--- src/sync_serial_defs.vh ---
`ifndef SYNC_SERIAL_DEFS_VH
`define SYNC_SERIAL_DEFS_VH

// character lengths in data bits
`define SS_BITS_8        4'h8
`define SS_BITS_9        4'h9
// width of one stored character, ninth bit included
`define SS_CHAR_W        9
// receive buffer depth in characters
`define SS_RX_DEPTH      2
// occupancy at which the receive buffer is full, counter width
`define SS_RX_FULL       3'h2
// master shift clock: core clock cycles per half period
`define SS_MASTER_HALF   8'h04
// reset values
`define SS_CHAR_RST      9'h000
`define SS_CNT_RST       4'h0
`define SS_DIV_RST       8'h00
`define SS_BIT_RST       1'b0

`endif

--- src/rx_char_buffer.v ---
// small receive buffer: shift-style queue, head held in a register
module rx_char_buffer #(
  parameter WIDTH = 9,                  // bits per stored character
  parameter DEPTH = 2                   // characters held
) (
  input  wire             clk,
  input  wire             rst,          // synchronous, active high
  input  wire             push,         // store wr_data at the tail
  input  wire [WIDTH-1:0] wr_data,
  input  wire             pop,          // drop the head
  output wire [WIDTH-1:0] head,         // oldest character, registered
  output reg  [DEPTH:0]   count         // characters stored
);

  // depth at the counter's own width, so compares need no slicing
  localparam [DEPTH:0] FULL = DEPTH;
  reg  [WIDTH-1:0] entry_q [0:DEPTH];   // one spare slot keeps index simple
  wire             do_push;             // push accepted only when room
  wire             do_pop;              // pop accepted only when data

  assign do_push = push & (count != FULL);
  assign do_pop  = pop & (count != {(DEPTH+1){1'b0}});
  assign head    = entry_q[0];

  // one register per entry; a pop shifts everything one place forward
  genvar i;
  generate
    for (i = 0; i < DEPTH; i = i + 1)
    begin : g_entry
      localparam [DEPTH:0] IDX = i;     // slot index at counter width
      always @(posedge clk)
      begin
        if (rst)
          entry_q[i] <= {WIDTH{1'b0}};
        else if (do_pop)
        begin
          // tail slot after the shift takes the new character
          if (do_push && (count - 1'b1 == IDX))
            entry_q[i] <= wr_data;
          else
            entry_q[i] <= entry_q[i+1];
        end
        else if (do_push && (count == IDX))
          entry_q[i] <= wr_data;
      end
    end
  endgenerate

  // spare slot never holds data
  always @(posedge clk)
  begin
    entry_q[DEPTH] <= {WIDTH{1'b0}};
  end

  // occupancy
  always @(posedge clk)
  begin
    if (rst)
      count <= {(DEPTH+1){1'b0}};
    else if (do_push && !do_pop)
      count <= count + 1'b1;
    else if (do_pop && !do_push)
      count <= count - 1'b1;
  end

endmodule // rx_char_buffer

--- src/sync_serial_master_rx_slave_sleep.v ---
`include "sync_serial_defs.vh"

module sync_serial_master_rx_slave_sleep #(
  parameter [7:0] MASTER_HALF = `SS_MASTER_HALF // core cycles per half clock
) (
  input  wire       CORE_CLK,
  input  wire       RST_N,
  input  wire       SERIAL_PORT_ENABLE,
  input  wire       SYNC_MODE_SELECT,
  input  wire       CLOCK_SOURCE_MASTER_SELECT,
  input  wire       SINGLE_RECEIVE_ENABLE,
  input  wire       CONTINUOUS_RECEIVE_ENABLE,
  input  wire       TRANSMIT_ENABLE,
  input  wire       NINE_BIT_TRANSMIT_SELECT,
  input  wire       TRANSMIT_NINTH_BIT,
  input  wire       NINE_BIT_RECEIVE_SELECT,
  input  wire       RECEIVE_INTERRUPT_ENABLE,
  input  wire       TRANSMIT_INTERRUPT_ENABLE,
  input  wire       PERIPHERAL_INTERRUPT_ENABLE,
  input  wire       SLEEP_ACTIVE,
  input  wire       TX_WRITE,
  input  wire [7:0] TX_WRITE_DATA,
  input  wire       RX_READ,
  input  wire       LINK_CLOCK_IN,
  input  wire       LINK_DATA_IN,
  output wire [7:0] RX_DATA,
  output wire       RECEIVE_NINTH_BIT,
  output reg        RECEIVE_COMPLETE_FLAG,
  output reg        OVERRUN_ERROR_FLAG,
  output reg        TRANSMIT_BUFFER_EMPTY_FLAG,
  output reg        TRANSMIT_SHIFT_EMPTY,
  output reg        RX_IRQ,
  output reg        TX_IRQ,
  output reg        WAKE_REQUEST,
  output reg        LINK_CLOCK_OUT,
  output reg        LINK_CLOCK_OE,
  output reg        LINK_DATA_OUT,
  output reg        LINK_DATA_OE
);

  // the port enable doubles as the reset of all but the link synchronisers
  wire       blk_rst;                   // synchronous block reset
  // mode decode
  wire       rx_mode;                   // any receive enable set
  wire       slave;                     // synchronous slave selected
  wire       master;                    // synchronous master selected
  wire       slave_tx;                  // slave transmit mode
  wire       slave_rx;                  // slave receive mode
  wire       master_run;                // master clock generator running
  wire       rx_run;                    // receiver accepting bits
  // link synchronisers and edges
  reg        lclk_s1_q;                 // first stage, read only by s2
  reg        lclk_s2_q;
  reg        lclk_s3_q;                 // previous synchronised level
  reg        ldat_s1_q;                 // first stage, read only by s2
  reg        ldat_s2_q;
  wire       lead;                      // leading (rising) clock edge
  wire       trail;                     // trailing (falling) clock edge
  // master clock generator
  reg  [7:0] div_q;                     // half period counter
  reg        mclk_q;                    // generated shift clock level
  wire       div_end;                   // half period elapsed
  // single-character request
  reg        single_receive_enable_prev_q;               // single enable, last cycle
  reg        single_q;                  // one character still owed
  // receiver
  reg  [8:0] rsr_q;                     // receive shift register
  reg  [3:0] rcnt_q;                    // bits taken this character
  wire [8:0] rsr_d;                     // shift register with new bit
  wire [8:0] rx_char;                   // character aligned to bit 0
  wire [3:0] rx_bits;                   // receive character length
  wire       rx_done;                   // last bit just sampled
  reg        ovr_q;                     // overrun, blocks reception
  reg        ovr_continuous_receive_enable_q;                // overrun hit in continuous mode
  wire       ovr_clr;                   // overrun clearing condition
  wire       push;                      // store a character
  wire       pop;                       // software read of the head
  wire [8:0] head;                      // oldest stored character
  wire [2:0] fill;                      // characters stored
  wire       rx_full;                   // no room for another
  // transmitter
  reg  [8:0] hold_q;                    // transmit holding register
  reg        hold_v_q;                  // holding register occupied
  reg  [8:0] tsr_q;                     // transmit shift register
  reg        tsr_v_q;                   // shift register occupied
  reg  [3:0] tcnt_q;                    // bits sent this character
  wire [3:0] tx_bits;                   // transmit character length
  wire       load;                      // holding to shift transfer

  assign blk_rst    = ~RST_N | ~SERIAL_PORT_ENABLE;
  assign rx_mode    = SINGLE_RECEIVE_ENABLE | CONTINUOUS_RECEIVE_ENABLE;
  assign slave      = SYNC_MODE_SELECT & ~CLOCK_SOURCE_MASTER_SELECT;
  assign master     = SYNC_MODE_SELECT & CLOCK_SOURCE_MASTER_SELECT;
  assign slave_tx   = slave & ~rx_mode & TRANSMIT_ENABLE;
  assign slave_rx   = slave & rx_mode;
  // master needs the core clock, so it halts while asleep
  assign master_run = master & ~SLEEP_ACTIVE & ~ovr_q
                    & (CONTINUOUS_RECEIVE_ENABLE | single_q);
  assign rx_run     = master_run | (slave_rx & ~ovr_q);
  assign div_end    = (div_q == MASTER_HALF - 8'h01);
  // slave edges come from the link clock; master from its own
  assign lead  = slave ? (lclk_s2_q & ~lclk_s3_q)
                       : (master_run & div_end & ~mclk_q);
  assign trail = slave ? (~lclk_s2_q & lclk_s3_q)
                       : (master_run & div_end & mclk_q);

  assign rx_bits = NINE_BIT_RECEIVE_SELECT ? `SS_BITS_9 : `SS_BITS_8;
  assign tx_bits = NINE_BIT_TRANSMIT_SELECT ? `SS_BITS_9 : `SS_BITS_8;
  // new bits enter at the top, so the first lands in bit 0 at the end
  assign rsr_d   = {ldat_s2_q, rsr_q[8:1]};
  assign rx_char = NINE_BIT_RECEIVE_SELECT ? rsr_d
                                           : {1'b0, rsr_d[8:1]};
  assign rx_done = rx_run & trail & (rcnt_q + 4'h1 == rx_bits);
  assign rx_full = (fill == `SS_RX_FULL);
  assign push    = rx_done & ~rx_full;
  assign pop     = RX_READ & (fill != 3'h0);
  // continuous overrun clears with its enable; single one by a read
  assign ovr_clr = ovr_continuous_receive_enable_q ? ~CONTINUOUS_RECEIVE_ENABLE : pop;
  assign load    = hold_v_q & ~tsr_v_q & slave_tx;

  assign RX_DATA           = head[7:0];
  assign RECEIVE_NINTH_BIT = head[8];

  // two-stage synchronisers on both link pins
  always @(posedge CORE_CLK)
  begin
    lclk_s1_q <= LINK_CLOCK_IN;
    lclk_s2_q <= lclk_s1_q;
    lclk_s3_q <= lclk_s2_q;
    ldat_s1_q <= LINK_DATA_IN;
    ldat_s2_q <= ldat_s1_q;
  end

  // master shift clock divider, idle low
  always @(posedge CORE_CLK)
  begin
    if (blk_rst || !master_run)
    begin
      // stopping mid-character drops the clock at once
      div_q  <= `SS_DIV_RST;
      mclk_q <= `SS_BIT_RST;
    end
    else if (div_end)
    begin
      div_q  <= `SS_DIV_RST;
      mclk_q <= ~mclk_q;
    end
    else
      div_q <= div_q + 8'h01;
  end

  // single enable arms one character, cleared when it is in
  always @(posedge CORE_CLK)
  begin
    if (blk_rst)
    begin
      single_receive_enable_prev_q <= `SS_BIT_RST;
      single_q    <= `SS_BIT_RST;
    end
    else
    begin
      single_receive_enable_prev_q <= SINGLE_RECEIVE_ENABLE;
      if (rx_done && master)
        single_q <= `SS_BIT_RST;
      else if (SINGLE_RECEIVE_ENABLE && !single_receive_enable_prev_q && master)
        single_q <= 1'b1;
    end
  end

  // receive shifter, sampled on the trailing edge
  always @(posedge CORE_CLK)
  begin
    if (blk_rst || !rx_run)
    begin
      // a partial character is discarded
      rsr_q  <= `SS_CHAR_RST;
      rcnt_q <= `SS_CNT_RST;
    end
    else if (trail)
    begin
      rsr_q <= rsr_d;
      if (rx_done)
        rcnt_q <= `SS_CNT_RST;
      else
        rcnt_q <= rcnt_q + 4'h1;
    end
  end

  // overrun: buffered data kept, reception held off until cleared
  always @(posedge CORE_CLK)
  begin
    if (blk_rst)
    begin
      ovr_q      <= `SS_BIT_RST;
      ovr_continuous_receive_enable_q <= `SS_BIT_RST;
    end
    else if (rx_done && rx_full)
    begin
      ovr_q      <= 1'b1;
      ovr_continuous_receive_enable_q <= CONTINUOUS_RECEIVE_ENABLE;
    end
    else if (ovr_q && ovr_clr)
      ovr_q <= `SS_BIT_RST;
  end

  rx_char_buffer #(
    .WIDTH (`SS_CHAR_W),
    .DEPTH (`SS_RX_DEPTH)
  ) u_rx_buf (
    .clk     (CORE_CLK),
    .rst     (blk_rst),
    .push    (push),
    .wr_data (rx_char),
    .pop     (pop),
    .head    (head),
    .count   (fill)
  );

  // holding register; a write always refills it
  always @(posedge CORE_CLK)
  begin
    if (blk_rst)
    begin
      hold_q   <= `SS_CHAR_RST;
      hold_v_q <= `SS_BIT_RST;
    end
    else if (TX_WRITE)
    begin
      // ninth bit is captured with the low byte
      hold_q   <= {TRANSMIT_NINTH_BIT, TX_WRITE_DATA};
      hold_v_q <= 1'b1;
    end
    else if (load)
      hold_v_q <= `SS_BIT_RST;
  end

  // transmit shifter; bit changes on the leading edge
  always @(posedge CORE_CLK)
  begin
    if (blk_rst || !TRANSMIT_ENABLE)
    begin
      tsr_q         <= `SS_CHAR_RST;
      tsr_v_q       <= `SS_BIT_RST;
      tcnt_q        <= `SS_CNT_RST;
      LINK_DATA_OUT <= `SS_BIT_RST;
    end
    else if (load)
    begin
      tsr_q   <= hold_q;
      tsr_v_q <= 1'b1;
      tcnt_q  <= `SS_CNT_RST;
    end
    else if (tsr_v_q && slave_tx && lead)
    begin
      LINK_DATA_OUT <= tsr_q[0];
      tsr_q         <= {1'b0, tsr_q[8:1]};
      tcnt_q        <= tcnt_q + 4'h1;
    end
    else if (tsr_v_q && slave_tx && trail && tcnt_q == tx_bits)
      tsr_v_q <= `SS_BIT_RST;
  end

  // pin drivers: clock out only as master, data out only in slave send
  always @(posedge CORE_CLK)
  begin
    if (blk_rst)
    begin
      LINK_CLOCK_OUT <= `SS_BIT_RST;
      LINK_CLOCK_OE  <= `SS_BIT_RST;
      LINK_DATA_OE   <= `SS_BIT_RST;
    end
    else
    begin
      LINK_CLOCK_OUT <= mclk_q;
      LINK_CLOCK_OE  <= master;
      LINK_DATA_OE   <= slave_tx;
    end
  end

  // flags, interrupt requests and wake-up, one cycle behind state
  always @(posedge CORE_CLK)
  begin
    if (blk_rst)
    begin
      RECEIVE_COMPLETE_FLAG      <= `SS_BIT_RST;
      OVERRUN_ERROR_FLAG         <= `SS_BIT_RST;
      TRANSMIT_BUFFER_EMPTY_FLAG <= `SS_BIT_RST;
      TRANSMIT_SHIFT_EMPTY       <= `SS_BIT_RST;
      RX_IRQ                     <= `SS_BIT_RST;
      TX_IRQ                     <= `SS_BIT_RST;
      WAKE_REQUEST               <= `SS_BIT_RST;
    end
    else
    begin
      // flag stays up while unread characters remain
      RECEIVE_COMPLETE_FLAG      <= (fill != 3'h0);
      OVERRUN_ERROR_FLAG         <= ovr_q;
      TRANSMIT_BUFFER_EMPTY_FLAG <= ~hold_v_q;
      TRANSMIT_SHIFT_EMPTY       <= ~tsr_v_q;
      RX_IRQ <= (fill != 3'h0) & RECEIVE_INTERRUPT_ENABLE;
      TX_IRQ <= ~hold_v_q & TRANSMIT_INTERRUPT_ENABLE
              & PERIPHERAL_INTERRUPT_ENABLE;
      WAKE_REQUEST <= SLEEP_ACTIVE
        & (((fill != 3'h0) & RECEIVE_INTERRUPT_ENABLE)
        | (~hold_v_q & TRANSMIT_INTERRUPT_ENABLE
           & PERIPHERAL_INTERRUPT_ENABLE));
    end
  end

endmodule // sync_serial_master_rx_slave_sleep

--- config.mk ---
export PLATFORM = sky130hd
export DESIGN_NAME = sync_serial_master_rx_slave_sleep
export DESIGN_NICKNAME = d
export VERILOG_FILES = /design/src/rx_char_buffer.v /design/src/sync_serial_master_rx_slave_sleep.v
export VERILOG_INCLUDE_DIRS = /design/src
export SDC_FILE = /design/constraint.sdc
export NUM_CORES = 1
export LEC_CHECK = 0
export BUFFER_PORTS_ARGS = -buffer_cell sky130_fd_sc_hd__buf_2
export CORE_ASPECT_RATIO = 1.75
export CORE_MARGIN = 5
export CORE_UTILIZATION = 35
export DETAILED_ROUTE_END_ITERATION = 6
export PLACE_DENSITY_LB_ADDON = 0.05
export RECOVER_POWER = 50
export SYNTH_ARGS = -nofsm -noshare
export SYNTH_HDL_FRONTEND = slang
export SYNTH_SLANG_ARGS = --single-unit
--- constraint.sdc ---
create_clock -name CORE_CLK -period 2.7 [get_ports CORE_CLK]
set_clock_uncertainty 0.1 [all_clocks]
set_input_delay 0.27 -clock CORE_CLK [delete_from_list [all_inputs] [get_ports CORE_CLK]]
set_output_delay 0.27 -clock CORE_CLK [all_outputs]
set_load 0.01 [all_outputs]
==> results of run 1 <==
-- synth_stat cells, types with 3 or more instances --
library cell  count
a21oi_1          21
a21oi_2           3
a22o_1            9
a22oi_1           9
and2_1            4
and3_1            8
buf_1             3
buf_2             4
buf_4             9
clkbuf_1          6
dfxtp_1          68
edfxtp_1         18
ha_1              9
inv_1             7
mux2i_1          20
nand2_1          31
nand3_1          18
nand3b_1          3
nand4_1           4
nor2_1           43
nor2b_1           4
nor3_1           11
nor3_2            3
o21ai_0           4
or2_1             5
or3_1             3
xnor2_1           6
xor2_1           11
-- worst min path at each step --
stage	startpoint	to	depth (start not counted)
finish	CLOCK_SOURCE_MASTER_SELECT	single_q$_SDFFE_PP0P_	2
global route	SYNC_MODE_SELECT	single_q$_SDFFE_PP0P_	2
CTS	SYNC_MODE_SELECT	single_q$_SDFFE_PP0P_	2
detailed placement	lclk_s1_q$_DFF_P_	lclk_s2_q$_DFF_P_	0
global placement	ldat_s1_q$_DFF_P_	ldat_s2_q$_DFF_P_	0
floorplan	LINK_CLOCK_IN	lclk_s1_q$_DFF_P_	0
-- cells by family after synthesis --
kind of cell    after synthesis
fa+ha+maj                     9
compound gates               62
xor+xnor                     17
simple gates                151
flops                        86
buf+inv                      31
mux                          20
-- layout make-up --
| cell class | instances | area (um2) |
|---|---|---|
| Clock buffer | 10 | 239 |
| Clock inverter | 6 | 65.1 |
| Fill cell | 1078 | 6230 |
| Inverter | 8 | 30.0 |
| Multi-Input combinational cell | 259 | 1700 |
| Sequential cell | 86 | 1900 |
| Tap cell | 130 | 163 |
| Timing Repair Buffer | 60 | 305 |
-- registers in the layout, indices dropped and copies added (netlist names), 3 cells and up --
name / count
tcnt_q: 4
u_rx_buf.entry_q: 18
u_rx_buf.count: 3
div_q: 8
hold_q: 9
tsr_q: 9
rcnt_q: 4
rsr_q: 8
-- critical path, delay by kind of cell (launching register included) --
family | cells | cell delay (ns)
AOI/OAI and AO/OA | 3 | 0.72
and+or+nand+nor | 4 | 0.81
adders and majority gates | 2 | 0.47
DFF | 1 | 0.35
-- metrics by stage --
stage	area, um2	std cells
finish	4410	559
global route	4410	559
CTS	4460	559
detailed placement	4130	541
global placement	4130	541
floorplan	3770	376
-- layer usage --
| metal | track usage | vias to the layer above | routed length (um) |
|---|---|---|---|
| met3 | 0.0318 | 13 | 397 |
| met1 | 0.155 | 1285 | 3380 |
| met2 | 0.242 | 46 | 4390 |
| met5 | 0 | - | 0 |
| met4 | 0.0620 | 0 | 170 |
| li1 | - | 1423 | - |
-- where the power goes --
| part | internal, mW | total, mW | switching [mW] |
|---|---|---|---|
| sequential | 1.34 | 1.35 | 0.0104 |
| combinational | 0.0435 | 0.113 | 0.0695 |
| clock | 0.748 | 1.26 | 0.516 |
-- what timing repair did --
action,in CTS,in global routing
cloned,0,0
endpoints found under the hold margin,2,0
resized for setup,1,3
setup endpoints to repair,1,2
pin swaps,0,1
hold buffers,2,0
==> flow_summary_export.csv, run 1 <==
group,metric,value,unit
status,status,"complete, no violations",
floorplan,die_h,147,um
timing,finalSetupViolCount,0,
timing,drv_slew,0,
logic_synthesis,synthAdderAreaFrac,0.0298,
logic_synthesis,synth_top_family_by_area,"simple AND/OR/NAND/NOR gates",
logic_synthesis,synth.top_cell.area_share,0.361,
clock_tree,post_cts_buffers,0,
logic_synthesis,synth_edf_count,18,
logic_synthesis,netlist_instances,376,
setup_path,rrSetupSlack,0.17,ns
clock_tree,cts_inserted_buffers,9,
placed_design,gp_congestion,0.789,
setup_path,slowest_delay,0.38,ns
logic_synthesis,synth_seq_cells,86,
setup_path,end_kind,"register",
logic_synthesis,synth-xor-area-share,0.0394,
routing,dr.pass1.iters,4,
setup_path,crit_start,"rcnt_q[0]$_SDFFE_PP0P_",
global_routing,antenna_found_initial,0,
global_routing,grt_max_degree,17,
setup_path,cp.arrival,2.69,ns
clock_tree,htreeDepth,3,
setup_path,cp-start-kind,"register",
clock_tree,cts_root_buffer,"clkbuf_16",
clock_tree,clkTransAtPathRegs,0.06,ns
clock_tree,cts_tree,"yes",
routing,drt-total-wl,8340,um
floorplan,initial_core_util,0.355,
setup_path,slowest_stage,"a211oi_1",
timing,period_share,0.936,
logic_synthesis,synth_nets,412,
setup_path,criticalPathCategory,"register to register",
pwr,p_leak,1.60,nW
global_routing,grt_pass1_vias,2843,
logic_synthesis,yosysSeqAreaShare,0.504,
clock_tree,worst_skew_pair.late_latency,0.34,ns
finish,mostFrequentLayoutCells,"67 x dfxtp_1, 44 x nor2_1, 31 x nand2_1",
global_routing,grt_overflow,0,
finish,fin_nets,460,
timing,max_freq,396,MHz
finish,syn_to_final_growth,16.8,%
logic_synthesis,syn_area,3770,um2
finish,drive_gt1_frac,0.152,
timing,rsz0062_at_grt,"false",
timing,setup-tns-final,0,ns
setup_path,rr_startpoint,"rcnt_q[0]$_SDFFE_PP0P_",
timing,min_period,2.53,ns
pwr,peakVddDrop,319,uV
floorplan,num_io_pins,47,
setup_path,endpoint,"u_rx_buf.count[2]$_SDFFE_PN0P_",
global_routing,grt_pass1_wl,14000,um
global_routing,grtUsageTotal,0.138,
logic_synthesis,synth_top_cell_by_area,"dfxtp_1",
logic_synthesis,synth_warnings,0,
setup_path,r2r-end,"u_rx_buf.count[2]$_SDFFE_PN0P_",
placed_design,port_buffers,46,
setup_path,required,2.86,ns
logic_synthesis,avgSynthCellArea,10.0,um2
setup_path,path_cells,"ha_4 -> or2_1 -> a211oi_1 -> a2bb2oi_4 -> nand2_1 -> nor2_1 -> ha_1 -> or3_1 -> a21oi_1",
logic_synthesis,async_flop_share,0,
floorplan,die_w,88.5,um
routing,drt-initial-drc-count,83,
floorplan,num_rows,50,
clock_tree,cts.sinks,86,
clock_tree,clock_path_buffers,2,
placed_design,dp_hpwl,6390,um
logic_synthesis,synth_ff_type,"dfxtp_1",
logic_synthesis,synthMuxAreaShare,0.0530,
finish,diodes,0,
floorplan,fp.coreArea,10600,um2
routing,antenna_left,0,
timing,finalHoldViolCount,0,
logic_synthesis,synth_area_leaders,"dfxtp_1 36%, edfxtp_1 14%, mux2i_1 5.3%",
logic_synthesis,synth-compound-area-share,0.120,
placed_design,pre_cts_ws,0.00981,ns
hold_path,hp-class,"input pin to register",
finish,final_common_cell,"dfxtp_1",
timing,hold-worst-slack,0.0669,ns
timing,worst_slew_pin_slew,0.904,ns
routing,wl_per_cell,14.9,um
setup_path,crit_fanout,5,
logic_synthesis,yosys.area_share.simple,0.210,
routing,via_per_inst,4.95,
pwr,cellPowerDensity,618,nW/um2
timing,setup_ws,0.173,ns
run,cap_violations,0,
finish,fin_util,0.415,
floorplan,die-area,13000,um2
logic_synthesis,synth.distinct_cells,55,
routing,drc,0,
setup_path,reg2reg_depth,9,
timing,maxSlewHeadroom,0.398,
pwr,p_total,2.72,mW
routing,num_vias,2767,
(Power assumes the default switching activity.)
==> run 2, diff against run 1 <==
Clock period 2.7 ns to 3.1 ns, I/O delays scaled along.
==> run 2 against run 1 <==
Net effect:
- final cell count decreased by 0.18%
- power decreased by 14%
- clock-buffer cell count increased by 4
- worst setup slack improved by 0.077 ns
- first-iteration DRC count decreased by 25%
- sequential share of layout area increased by 0.21 points
- critical path type unchanged
- critical endpoint unchanged
==> flow_summary_export.csv, run 2 (synthesized netlist as in run 1, its figures left out) <==
group,metric,value,unit
timing,worst_slew_pin_slew,1.16,ns
floorplan,num_io_pins,47,
finish,diodes,0,
clock_tree,cts_tree,"yes",
global_routing,grtUsageTotal,0.138,
global_routing,met1_usage,0.154,
clock_tree,clock_path_buffers,2,
global_routing,met2_usage,0.249,
floorplan,die_w,88.5,um
setup_path,criticalPathCategory,"register to register",
global_routing,grt_max_degree,17,
setup_path,worst_path_most_repeated_cell,"ha_1",
routing,num_vias,2776,
finish,drive_gt1_frac,0.145,
finish,largest_registers,"u_rx_buf.entry_q x18, hold_q x9, tsr_q x9",
routing,dr.pass1.iters,4,
setup_path,slowest_delay,0.41,ns
setup_path,end_kind,"register",
setup_path,cp-start-kind,"register",
clock_tree,cts_inserted_buffers,9,
timing,maxSlewHeadroom,0.217,
global_routing,grt_pass1_vias,2843,
finish,largest-register,"u_rx_buf.entry_q",
pwr,peakVddDrop,256,uV
global_routing,gr-usage-met3,0.0279,
setup_path,path_cells,"ha_1 -> or3b_1 -> o22ai_1 -> a2bb2oi_4 -> nand2_1 -> nor2_1 -> ha_1 -> or3_1 -> a21oi_1",
timing,min_period,2.85,ns
global_routing,grt_pass1_wl,14100,um
timing,setup-tns-final,0,ns
timing,period_share,0.919,
finish,mostFrequentLayoutCells,"68 x dfxtp_1, 44 x nor2_1, 31 x nand2_1",
pwr,p_leak,1.60,nW
clock_tree,post_cts_buffers,0,
routing,via_per_inst,4.97,
timing,drv_slew,0,
floorplan,num_rows,50,
pwr,cellPowerDensity,532,nW/um2
clock_tree,worst_skew_pair.late_latency,0.33,ns
run,cap_violations,0,
routing,drt-total-wl,8340,um
global_routing,antenna_found_initial,0,
setup_path,crit_fanout,8,
floorplan,die-area,13000,um2
setup_path,cp.arrival,3.01,ns
clock_tree,cts.sinks,86,
routing,antenna_left,0,
hold_path,hp-class,"input pin to register",
placed_design,gp_congestion,0.724,
routing,wl_per_cell,14.9,um
placed_design,dp_hpwl,6460,um
timing,finalHoldViolCount,0,
placed_design,port_buffers,46,
finish,fin_nets,459,
floorplan,fp.coreArea,10600,um2
timing,rsz0062_at_grt,"false",
timing,max_freq,351,MHz
finish,largest_reg_flops,18,
finish,fin_util,0.412,
routing,drc,0,
global_routing,grt.busiest_layer,"met2",
floorplan,die_h,147,um
status,status,"complete, no violations",
global_routing,grt_overflow,0,
clock_tree,cts_root_buffer,"clkbuf_16",
setup_path,path_buf_inv,0,
routing,drt-initial-drc-count,62,
setup_path,required,3.26,ns
setup_path,slowest_stage,"dfxtp_1",
finish,nFillCells,1108,
clock_tree,clkTransAtPathRegs,0.06,ns
timing,finalSetupViolCount,0,
clock_tree,htreeDepth,3,
floorplan,initial_core_util,0.355,
finish,final_common_cell,"dfxtp_1",
setup_path,path_delay_family,"simple AND/OR/NAND/NOR gates",
finish,syn_to_final_growth,16.2,%
==> run 2: where the power goes <==
part | total [mW] | internal (mW) | switching [mW]
Combinational | 0.0967 | 0.0371 | 0.0595
Clock | 1.07 | 0.633 | 0.432
Sequential | 1.17 | 1.16 | 0.00909
==> run 2: what timing repair did <==
item | in CTS | in global routing
hold buffers | 2 | 0
endpoints found under the hold margin | 2 | 0
endpoints found under the setup margin | 0 | 0
gates resized for setup | 0 | 0
==> run 2: area by class of cell <==
cell class | instances | area, um2 | share of cell area
Sequential cell | 86 | 1900 | 0.434
Multi-Input combinational cell | 259 | 1690 | 0.386
Timing Repair Buffer | 59 | 302 | 0.0688
Clock buffer | 14 | 284 | 0.0648
Tap cell | 130 | 163 | 0.0371
Inverter | 8 | 30.0 | 0.00685
Clock inverter | 2 | 13.8 | 0.00314
==> run 2: final timing paths <==
path                            slack [ns]                              to                    from  depth (start not counted)
worst max-delay path                  0.25  u_rx_buf.count[2]$_SDFFE_PN0P_  rcnt_q[0]$_SDFFE_PP0P_                          9
worst max register to register        0.25  u_rx_buf.count[2]$_SDFFE_PN0P_  rcnt_q[0]$_SDFFE_PP0P_                          9
worst min-delay path                  0.11          hold_q[0]$_SDFFE_PN0P_        TX_WRITE_DATA[0]                          3
worst min register to register        0.23               lclk_s2_q$_DFF_P_       lclk_s1_q$_DFF_P_                          0
==> run 2: per-layer routing <==
layer,wire length [um],vias to the layer above
li1,-,1415
met1,3310,1293
met2,4480,59
met3,416,9
met4,129,0
met5,0,-
==> run 2: tightest hold or removal path, cell delays in order <==
cell,delay (ns)
buf_2,0.08
mux2i_1,0.05
nor2_1,0.07
==> run 2: through the flow <==
step / area, um2 / hold slack, ns / total power, mW / std cells / setup WS [ns]
final: 4390 / 0.114 / 2.33 / 558 / 0.250
after global routing: 4390 / 0.110 / 2.43 / 558 / 0.0960
after global placement: 4120 / 0.211 / 1.30 / 540 / 0.381
after floorplan: 3770 / 0.210 / 1.26 / 376 / 0.488
after detailed placement: 4120 / 0.212 / 1.30 / 540 / 0.269
after CTS: 4440 / 0.102 / 2.37 / 558 / 0.253
